<file path="src/logic/ebsc_pkg.sv">
package ebsc_pkg;

	// ------------------------------------------------------------
	// Widths and thresholds
	// ------------------------------------------------------------
	localparam int WAIT_W = 3;
	localparam logic [WAIT_W-1:0] READY_MIN_WAIT = 3'h2;
	localparam logic [WAIT_W-1:0] WAIT_ZERO = 3'h0;
	localparam logic [WAIT_W-1:0] WAIT_STEP = 3'h1;

	// ------------------------------------------------------------
	// Pin levels
	// ------------------------------------------------------------
	localparam logic PORT_ROLE_HOST = 1'b0;
	localparam logic PORT_ROLE_EXTERNAL_MEMORY_MODE = 1'b1;
	localparam logic RW_READ = 1'b1;
	localparam logic RW_WRITE = 1'b0;
	localparam logic SEL_ON = 1'b0;
	localparam logic SEL_OFF = 1'b1;

	// ------------------------------------------------------------
	// Types
	// ------------------------------------------------------------
	typedef enum logic [1:0] {
		SPACE_PROG = 2'h0,
		SPACE_DATA = 2'h1,
		SPACE_IO = 2'h2,
		SPACE_NONE = 2'h3
	} ebsc_space_type;

	typedef enum logic [1:0] {
		ST_IDLE = 2'h0,
		ST_COUNT = 2'h1,
		ST_CHECK = 2'h3,
		ST_FINISH = 2'h2
	} ebsc_state_type;

endpackage

</file>
<file path="src/logic/ebsc_gpio_pin.sv">
module ebsc_gpio_pin (
	input wire logic hostMode,
	input wire logic driveAllowed,
	input wire logic emifLevel,
	input wire logic gpioOut,
	input wire logic gpioDir,
	input wire logic timerOut,
	input wire logic timerSel,
	input wire logic pinIn,
	output logic pinOut,
	output logic pinOe,
	output logic gpioIn
);

	// ------------------------------------------------------------
	// Pin function select
	// ------------------------------------------------------------
	always_comb begin
		pinOut = emifLevel;
		pinOe = 1'b0;
		if (!hostMode) begin
			pinOut = emifLevel;
			pinOe = driveAllowed;
		end else if (timerSel) begin
			pinOut = timerOut;
			pinOe = driveAllowed;
		end else begin
			pinOut = gpioOut;
			pinOe = driveAllowed & gpioDir;
		end
	end

	// Input path stays live so software can read the pin in either mode
	assign gpioIn = pinIn;

endmodule

</file>
<file path="src/logic/ebsc_strobe_ctrl.sv">
// Contract
// - Program select low through program access
// - Data select low through data access
// - I/O select low through I/O access
// - Output disable low floats all controls except the ready pin, which host mode drives regardless
// - Memory strobe driven only in memory mode
// - Ready low stalls, resampled every cycle
// - Ready checked only with two+ waits
// - Read/write high whenever not writing
// - Read/write low during each write
// - I/O strobe only for CPU accesses
// - DMA I/O space stays internal, separate
// - Host mode: program select pin strobe 1
// - Host mode: data select pin strobe 2
// - Host mode: ready pin drives data-ready
// - Host mode: read/write pin is input
// - Host mode: I/O select is SUBSYS_B_GPIO_BIT3/timer
// - Host mode: I/O strobe is SUBSYS_A_GPIO_BIT3/timer
module ebsc_strobe_ctrl (
	input wire logic clk_sys,
	input wire logic rst_n,
	// Mode and output disable
	input wire logic portRoleSelect,
	input wire logic outputDisable_n,
	// Internal access request
	input wire logic reqValid,
	input wire ebsc_pkg::ebsc_space_type reqSpace,
	input wire logic reqWrite,
	input wire logic reqFromDma,
	input wire logic [ebsc_pkg::WAIT_W-1:0] reqWaitStates,
	output logic reqReady,
	output logic accessDone,
	output logic dmaIoAccess,
	output logic dmaIoWrite,
	output logic externalMemoryMode,
	output logic hostPortMode,
	// Program space select pin
	input wire logic programSpaceSelectIn,
	output logic programSpaceSelectOut_n,
	output logic programSpaceSelectOe,
	// Data space select pin
	input wire logic dataSpaceSelectIn,
	output logic dataSpaceSelectOut_n,
	output logic dataSpaceSelectOe,
	// I/O space select pin
	input wire logic ioSpaceSelectIn,
	output logic ioSpaceSelectOut_n,
	output logic ioSpaceSelectOe,
	// Memory strobe pin
	output logic memStrobeOut_n,
	output logic memStrobeOe,
	// I/O strobe pin
	input wire logic ioStrobeIn,
	output logic ioStrobeOut_n,
	output logic ioStrobeOe,
	// Read/write pin
	input wire logic readWriteIn,
	output logic readWriteOut,
	output logic readWriteOe,
	// Ready pin
	input wire logic readyIn,
	output logic readyOut,
	output logic readyOe,
	// Host-port side
	input wire logic hostDataReady,
	output logic hostStrobe1,
	output logic hostStrobe2,
	output logic hostReadWrite,
	// Subsystem A bit 3 function
	input wire logic subsysAGpioBit3Out,
	input wire logic subsysAGpioBit3Dir,
	input wire logic subsysATimerOut,
	input wire logic subsysATimerSel,
	output logic subsysAGpioBit3In,
	// Subsystem B bit 3 function
	input wire logic subsysBGpioBit3Out,
	input wire logic subsysBGpioBit3Dir,
	input wire logic subsysBTimerOut,
	input wire logic subsysBTimerSel,
	output logic subsysBGpioBit3In
);

	// ------------------------------------------------------------
	// State
	// ------------------------------------------------------------
	typedef struct packed {
		ebsc_pkg::ebsc_state_type fsm;
		ebsc_pkg::ebsc_space_type space;
		logic write;
		logic useReady;
		logic [ebsc_pkg::WAIT_W-1:0] waitCnt;
		logic progSelN;
		logic dataSelN;
		logic ioSelN;
		logic memStrobeN;
		logic ioStrobeN;
		logic readWrite;
		logic done;
		logic dmaIo;
		logic dmaIoWr;
	} ebsc_regs_type;

	ebsc_regs_type q;
	ebsc_regs_type d;

	logic emifMode;
	logic driveAllowed;
	logic accessActive;
	logic strobeActive;
	logic requestLegal;
	logic reqIsDmaIo;

	// ------------------------------------------------------------
	// Mode decode
	// ------------------------------------------------------------
	// Role pin taken as synchronous; switch it only between accesses
	assign emifMode = (portRoleSelect == ebsc_pkg::PORT_ROLE_EXTERNAL_MEMORY_MODE);
	assign driveAllowed = outputDisable_n;
	assign externalMemoryMode = emifMode;
	assign hostPortMode = !emifMode;

	// Unused space code is never taken, so no pin can glitch on it
	assign requestLegal = (reqSpace != ebsc_pkg::SPACE_NONE);

	// ------------------------------------------------------------
	// Initiator decode
	// ------------------------------------------------------------
	// DMA owns a private I/O space, so these cycles never reach a pin
	assign reqIsDmaIo = reqFromDma && (reqSpace == ebsc_pkg::SPACE_IO);

	// ------------------------------------------------------------
	// Request handshake
	// ------------------------------------------------------------
	// Busy, host mode and the spare space code all refuse
	always_comb begin
		reqReady = 1'b0;
		if (emifMode && (q.fsm == ebsc_pkg::ST_IDLE) && requestLegal) begin
			reqReady = 1'b1;
		end
	end

	// ------------------------------------------------------------
	// Next state
	// ------------------------------------------------------------
	always_comb begin
		d = q;
		d.done = 1'b0;
		d.dmaIo = 1'b0;
		d.dmaIoWr = 1'b0;
		unique case (q.fsm)
			ebsc_pkg::ST_IDLE: begin
				if (reqValid && reqReady) begin
					if (reqIsDmaIo) begin
						// DMA I/O never reaches the pins
						d.dmaIo = 1'b1;
						d.dmaIoWr = reqWrite;
						d.done = 1'b1;
					end else begin
						d.fsm = ebsc_pkg::ST_COUNT;
						d.space = reqSpace;
						d.write = reqWrite;
						d.waitCnt = reqWaitStates;
						d.useReady = (reqWaitStates >= ebsc_pkg::READY_MIN_WAIT);
					end
				end
			end
			ebsc_pkg::ST_COUNT: begin
				// Count reaches zero before ready is looked at
				if (q.waitCnt != ebsc_pkg::WAIT_ZERO) begin
					d.waitCnt = q.waitCnt - ebsc_pkg::WAIT_STEP;
				end else if (q.useReady) begin
					d.fsm = ebsc_pkg::ST_CHECK;
				end else begin
					d.fsm = ebsc_pkg::ST_FINISH;
				end
			end
			ebsc_pkg::ST_CHECK: begin
				// Low ready holds here one cycle and samples again
				if (readyIn) begin
					d.fsm = ebsc_pkg::ST_FINISH;
				end else begin
					d.fsm = ebsc_pkg::ST_CHECK;
				end
			end
			ebsc_pkg::ST_FINISH: begin
				// Strobe already high here, selects drop next for hold
				d.fsm = ebsc_pkg::ST_IDLE;
				d.done = 1'b1;
			end
		endcase

		// Role change mid access simply drops the cycle
		if (!emifMode) begin
			d.fsm = ebsc_pkg::ST_IDLE;
			d.done = 1'b0;
			d.dmaIo = 1'b0;
			d.dmaIoWr = 1'b0;
			d.waitCnt = ebsc_pkg::WAIT_ZERO;
			d.useReady = 1'b0;
			d.write = 1'b0;
		end

		// ------------------------------------------------------------
		// Pin levels
		// ------------------------------------------------------------
		// Pin levels follow the next state so they come from flip-flops
		accessActive = (d.fsm != ebsc_pkg::ST_IDLE);
		strobeActive = (d.fsm == ebsc_pkg::ST_COUNT) || (d.fsm == ebsc_pkg::ST_CHECK);

		d.progSelN = ebsc_pkg::SEL_OFF;
		d.dataSelN = ebsc_pkg::SEL_OFF;
		d.ioSelN = ebsc_pkg::SEL_OFF;
		d.memStrobeN = ebsc_pkg::SEL_OFF;
		d.ioStrobeN = ebsc_pkg::SEL_OFF;
		d.readWrite = ebsc_pkg::RW_READ;
		if (accessActive) begin
			unique case (d.space)
				ebsc_pkg::SPACE_PROG: begin
					d.progSelN = ebsc_pkg::SEL_ON;
					if (strobeActive) begin
						d.memStrobeN = ebsc_pkg::SEL_ON;
					end
				end
				ebsc_pkg::SPACE_DATA: begin
					d.dataSelN = ebsc_pkg::SEL_ON;
					if (strobeActive) begin
						d.memStrobeN = ebsc_pkg::SEL_ON;
					end
				end
				ebsc_pkg::SPACE_IO: begin
					d.ioSelN = ebsc_pkg::SEL_ON;
					// Only CPU cycles get here; DMA I/O was diverted
					if (strobeActive) begin
						d.ioStrobeN = ebsc_pkg::SEL_ON;
					end
				end
				default: begin
					d.progSelN = ebsc_pkg::SEL_OFF;
				end
			endcase
			if (d.write) begin
				d.readWrite = ebsc_pkg::RW_WRITE;
			end
		end
	end

	// ------------------------------------------------------------
	// Registers
	// ------------------------------------------------------------
	always_ff @(posedge clk_sys) begin
		if (!rst_n) begin
			q.fsm <= ebsc_pkg::ST_IDLE;
			q.space <= ebsc_pkg::SPACE_PROG;
			q.write <= 1'b0;
			q.useReady <= 1'b0;
			q.waitCnt <= ebsc_pkg::WAIT_ZERO;
			q.progSelN <= ebsc_pkg::SEL_OFF;
			q.dataSelN <= ebsc_pkg::SEL_OFF;
			q.ioSelN <= ebsc_pkg::SEL_OFF;
			q.memStrobeN <= ebsc_pkg::SEL_OFF;
			q.ioStrobeN <= ebsc_pkg::SEL_OFF;
			q.readWrite <= ebsc_pkg::RW_READ;
			q.done <= 1'b0;
			q.dmaIo <= 1'b0;
			q.dmaIoWr <= 1'b0;
		end else begin
			q <= d;
		end
	end


	// ------------------------------------------------------------
	// Status outputs
	// ------------------------------------------------------------
	assign accessDone = q.done;
	assign dmaIoAccess = q.dmaIo;
	assign dmaIoWrite = q.dmaIoWr;

	// ------------------------------------------------------------
	// Program and data select pins
	// ------------------------------------------------------------
	assign programSpaceSelectOut_n = q.progSelN;
	assign programSpaceSelectOe = emifMode & driveAllowed;
	assign hostStrobe1 = emifMode ? 1'b1 : programSpaceSelectIn;

	assign dataSpaceSelectOut_n = q.dataSelN;
	assign dataSpaceSelectOe = emifMode & driveAllowed;
	assign hostStrobe2 = emifMode ? 1'b1 : dataSpaceSelectIn;

	// ------------------------------------------------------------
	// Memory strobe and direction
	// ------------------------------------------------------------
	assign memStrobeOut_n = q.memStrobeN;
	assign memStrobeOe = emifMode & driveAllowed;

	assign readWriteOut = q.readWrite;
	assign readWriteOe = emifMode & driveAllowed;
	// Idles as read so host logic sees a benign level in memory mode
	assign hostReadWrite = emifMode ? ebsc_pkg::RW_READ : readWriteIn;

	// ------------------------------------------------------------
	// Ready pin
	// ------------------------------------------------------------
	// Turnaround is left to the role pin; no overlap guard here
	assign readyOut = hostDataReady;
	assign readyOe = !emifMode;

	// ------------------------------------------------------------
	// Shared GPIO pins
	// ------------------------------------------------------------
	// Output disable still floats these pins in host mode
	ebsc_gpio_pin ioSelectPin (
		.hostMode(!emifMode),
		.driveAllowed(driveAllowed),
		.emifLevel(q.ioSelN),
		.gpioOut(subsysBGpioBit3Out),
		.gpioDir(subsysBGpioBit3Dir),
		.timerOut(subsysBTimerOut),
		.timerSel(subsysBTimerSel),
		.pinIn(ioSpaceSelectIn),
		.pinOut(ioSpaceSelectOut_n),
		.pinOe(ioSpaceSelectOe),
		.gpioIn(subsysBGpioBit3In)
	);

	ebsc_gpio_pin ioStrobePin (
		.hostMode(!emifMode),
		.driveAllowed(driveAllowed),
		.emifLevel(q.ioStrobeN),
		.gpioOut(subsysAGpioBit3Out),
		.gpioDir(subsysAGpioBit3Dir),
		.timerOut(subsysATimerOut),
		.timerSel(subsysATimerSel),
		.pinIn(ioStrobeIn),
		.pinOut(ioStrobeOut_n),
		.pinOe(ioStrobeOe),
		.gpioIn(subsysAGpioBit3In)
	);

endmodule

</file>
<file path="config.mk">
export PLATFORM = sky130hd
export DESIGN_NAME = ebsc_strobe_ctrl
export DESIGN_NICKNAME = d
export VERILOG_FILES = /design/src/logic/ebsc_pkg.sv /design/src/logic/ebsc_gpio_pin.sv /design/src/logic/ebsc_strobe_ctrl.sv
export SDC_FILE = /design/constraint.sdc
export NUM_CORES = 1
export LEC_CHECK = 0
export ABC_AREA = 1
export BUFFER_PORTS_ARGS = -buffer_cell sky130_fd_sc_hd__buf_4
export CAP_MARGIN = 20
export CORE_MARGIN = 2
export CORE_UTILIZATION = 45
export DETAILED_ROUTE_END_ITERATION = 6
export GPL_TIMING_DRIVEN = 0
export PLACE_DENSITY = 0.85
export SLEW_MARGIN = 20
export SYNTH_ARGS = -nofsm -noshare
export SYNTH_HDL_FRONTEND = slang
export SYNTH_HIERARCHICAL = 1
export SYNTH_SLANG_ARGS = --single-unit
</file>
<file path="constraint.sdc">
create_clock -name clk_sys -period 1.5 [get_ports clk_sys]
set_input_delay 0.15 -clock clk_sys [delete_from_list [all_inputs] [get_ports clk_sys]]
set_output_delay 0.15 -clock clk_sys [all_outputs]
set_load 0.1 [all_outputs]
</file>
# --- After elaboration in Yosys (flattened, before gate mapping) ---
# Cells that the tools add are included.
word_totals:
  ff_bits: 18
op_classes:
  addsub: 1
  order_cmp: 1
  n_eq_ne: 12
  muxes: 31
  bitwise: 4
  reduce_logical: 20
ops:
  columns: ["op", "n"]
  rows:
  - ["2-to-1 mux 1 bit", 19]
  - ["2-to-1 mux 9 bit", 2]
  - ["equality test 2 bit (second input constant)", 5]
  - ["2-to-1 mux 3 bit", 3]
  - ["AND reduction 3 bit", 3]
  - ["one-hot mux 2 bit (4 select lines)", 1]
  - ["AND reduction 4 bit", 2]
  - ["equality test 2 x 1 -> 1 bit (second input constant)", 3]
  - ["!= test 2 bit (second input constant)", 3]
  - ["one-hot mux 3 bit (2 select lines)", 1]
  - ["2-to-1 mux 5 bit", 1]
  - ["AND reduction 5 bit", 1]
  - ["logical AND 1 bit", 4]
  - ["zero test 2 bit", 2]
  - ["2-to-1 mux 2 bit", 2]
  - ["2-to-1 mux 4 bit", 1]
  - ["AND reduction 2 bit", 2]
  - ["nonzero test 2 bit", 2]
  - ["AND 1 bit", 3]
  - ["greater-or-equal comparator 3 x 2 -> 1 bit (second input constant)", 1]
  - ["nonzero test 3 bit", 1]
  - ["subtractor 3 x 1 -> 3 bit (second input constant)", 1]
  - ["!= test 2 x 1 -> 1 bit (second input constant)", 1]
  - ["one-hot mux 1 bit (2 select lines)", 1]
  - ["4 further kinds", 4]

# --- Logic depth before layout (Yosys ltp) ---
logic_depth:
  word_depth: 11
  ltp_mapped: 11
  mapped_depth_nobuf: 11

# --- By module ---
# Netlist, hierarchy kept.
modules_own_cells:
  columns: ["module", "n_inst", "cells_per_inst", "area_each_um2", "seq_area_each_um2"]
  rows:
  - ["ebsc_strobe_ctrl", 1, 140, 958.4, 360.3]
  - ["ebsc_gpio_pin", 2, 14, 60.1, 0.0]

# --- Worst setup path after synthesis ---
# OpenSTA, ideal clock, no wires.
synth_path:
  path_type: "input port to output port"
  from: "in portRoleSelect"
  to: "out ioSpaceSelectOut_n"
  t_arrival_ns: 1.867
  t_required_ns: 1.350
  setup_slack_ns: -0.517
  path_stages: 4
  path_cell_list: "clkbuf_2 -> inv_1 -> nand3_1 -> nand2_1"
synth_via:
  elab_chain_len: 1
synth_rtl:
  columns: ["element", "line", "text"]
  rows:
  - ["from (decl)", "ebsc_strobe_ctrl.sv:23", "input wire logic portRoleSelect,"]
  - ["2-to-1 mux 1 bit", "ebsc_gpio_pin.sv:21", "if (!hostMode) begin"]
  - ["to (decl)", "ebsc_strobe_ctrl.sv:47", "output logic ioSpaceSelectOut_n,"]
# Every way passes these cells.

# --- Final worst setup path ---
layout_path:
  from: "reg q[17] (netlist bit)"
  to: "out reqReady"
layout_via:
  elab_chain_len: 4
layout_rtl:
  columns: ["element", "line", "text"]
  rows:
  - ["from (decl)", "ebsc_strobe_ctrl.sv:103", "ebsc_regs_type q;"]
  - ["zero test 2 bit", "ebsc_strobe_ctrl.sv:137", "if (emifMode && (q.fsm == ebsc_pkg::ST_IDLE) && requestLegal) begin"]
  - ["logical AND 1 bit (2 in a row)", "ebsc_strobe_ctrl.sv:137", null]
  - ["2-to-1 mux 1 bit", "ebsc_strobe_ctrl.sv:137", null]
  - ["to (decl)", "ebsc_strobe_ctrl.sv:31", "output logic reqReady,"]
# Every way passes these cells.

==> out/results.ini <==
[run_status]
status = complete, no violations

[floorplanning]
coreArea_sq_um = 2230
pin_count = 52
initial_utilization_pct = 48.3
row_count = 17
die_w_microns = 53.0
die_area_sq_um = 2800
die_y_microns = 53.0

[drt]
drc = 0
antenna_left = 0
routed_wl_microns = 2610
wl_per_cell_microns = 10.6
drt_iter0_markers = 19
drtPass1Iterations = 4
dr_total_vias = 1140
vias_per_cell = 4.62

[power_and_ir_drop]
power_frac_comb_pct = 38.8
vdd.ir_drop.worst_mv = 0.730
p_int_w = 0.000784
p_total_w = 0.00130
swShare_pct = 39.5
power_frac_clock_pct = 23.0
switchingPower_w = 0.000512
seqPwrFrac_pct = 38.1
p_leak_nw = 0.849
power_density_nw_per_um2 = 825

[global_route]
grt-ovfl-total = 0
grt_antenna_before_repair = 0
grt_max_degree = 11
grt_pass1_wl_microns = 4130
grt_pass1_vias = 1020
grt.total_usage_pct = 20.2

[clocking]
post_cts_buffers = 0
htreeDepth = 1
cts_buffers = 3
clock_path_buffers = 2
ctsRootBufferMaster = clkbuf_4
cts_sinks = 18
clk_latency_ps = 300
clkTransAtPathRegs_ps = 100
cts_tree = built

[setup_path]
slowest_stage = dfxtp_1
crit_family = flip-flops
arrival_ps = 1290
path_class = register to primary output
critPathRequiredTime_ps = 1350
path_cells = nor2_4, nand3_2, inv_1, buf_12
critPathCaptureType = primary output
crit_path_max_incr_delay_ps = 370
worstPathMaxFanout = 4
crit_buf_inv = 2
critPathLaunchType = register

[cells_and_area]
antenna_cells = 0
nFillCells = 178
nNetsFinal = 249
final-seq-area_sq_um = 360
layout-drive-gt1-share_pct = 40.6
syn_to_final_growth_pct = 45.6
multi_input_area_sq_um = 557

[synthesis]
seq_area_frac_synth_pct = 33.4
synth_warnings = 6
yosysUniqueCellTypes = 21
syn_area_sq_um = 1080
synth_seq_cells = 18
syn_avg_cell_area_sq_um = 6.42
syn_nets = 197
netlist_instances = 168

[sta]
finalSetupViolations = 0
period_share_pct = 95.9
tns_ps = 0
drv_slew = 0
final.min_clock_period_ps = 1440
max_slew_margin_pct = 81.2
rsz0062_at_grt = yes
fin_skew_ps = 5.49
finalHoldViolCount = 0
tightest_slew_ps = 285
fmax_ghz = 0.695

[worst_hold_path]
worstHoldPathType = primary input to register

[place]
place.gp.congestion = 0.774
dpl.hpwl_microns = 2100
io_buffers = 47

[run]
maxCapViolations = 0

final cells by class:
class,count,area share [%]
repair buffers,47,23.3
clock buffers,4,2.31
multi-input cells,110,35.5
plain buffers,9,5.42
well taps,28,2.23
flip-flops and latches,18,22.9
inverters,31,8.37
synthesized netlist by cell type:
master     n  area share, %
inv_1     28            9.7
ha_1       2            2.3
or2_2      3            1.7
nor2_2     6            3.5
nor2_4     3            3.1
dfxtp_1   18             33
nand2_2    3            1.7
nand3b_1   1           0.70
nand3_1    4            1.9
o21ai_1    1           0.46
nand4_4    1            2.0
nand3_2    2            1.9
a21oi_1    2           0.93
o21ai_0    4            1.9
clkbuf_2   1           0.46
inv_2      3            1.0
nor2_1    23            8.0
nor3_1     3            1.4
nand2_1   51             18
buf_4      8            5.6
nand4_1    1           0.58
cell usage in the layout, fill, tap and decap left out, drive strengths merged:
master    count
buf          55
nand2        54
nor2         32
inv          27
dfxtp        18
nand3         6
o21ai         5
clkbuf        5
clkinvlp      4
or2           3
nor3          3
a21oi         2
ha            2
nand4         2
nand3b        1
logic make-up after synthesis:
logic type                 Yosys count  synth area share [%]
AOI/OAI and AO/OA                    7                  3.25
DFF                                 18                  33.4
buffers and inverters               40                  16.8
and+or+nand+nor                    101                  44.2
adders and majority gates            2                  2.32
flip-flops by register name, indices dropped and copies added, names as in the netlist:
register and count:
readWriteOut 1, dataSpaceSelectOut_n 1, accessDone 1, q 11, dmaIoWrite 1, dmaIoAccess 1
programSpaceSelectOut_n 1, memStrobeOut_n 1
through the flow:
stage	util [%]	cells	cell area, sq um	setup WS [ps]	hold slack [ps]
after floorplan	-	168	1130	-58.2	275
after global placement	67.9	243	1520	185	395
after detailed placement	67.9	243	1520	129	406
after CTS	69.5	247	1550	6.29	101
after global routing	70.3	247	1570	-22.0	104
final	70.3	247	1570	62.1	103
worst reg2reg max path: cells and delay by family, from the launching register on:
family                     cells  cell delay [ps]
adders and majority gates      1              160
buffers and inverters          4              300
and+or+nand+nor                6              500
DFF                            1              310
repair_timing:
item,4_1_cts,5_1_grt
endpoints found under the setup margin,0,3
resized for setup,0,4
hold buffers,0,0
power by group through the flow:
stage               sequential (W)  clock (W)  combinational [W]
floorplan                 0.000524          0           0.000354
global placement          0.000505          0           0.000486
detailed placement        0.000505          0           0.000495
CTS                       0.000494   0.000298           0.000496
global route              0.000496   0.000326           0.000532
finish                    0.000494   0.000298           0.000503
routing by layer:
layer	global-route usage (%)	share of wire (%)
met1	21.8	37
met2	37.3	52
met3	2.54	8.2
met4	11.5	2.7
met5	0	0
path summary, 6_finish.rpt:
kind | start | end | slack (ps) | cells past startpoint
setup / recovery | q[17]$_SDFF_PN0_ | reqReady | 60 | 4
hold / removal | reqWaitStates[2] | q[12]$_SDFFE_PN0P_ | 100 | 3
hold reg to reg | q[11]$_SDFFE_PN0P_ | q[11]$_SDFFE_PN0P_ | 540 | 2
setup reg to reg | q[9]$_SDFFE_PN0P_ | q[10]$_SDFFE_PN0P_ | 120 | 11
Note: power is estimated with default switching activity, not from simulation.
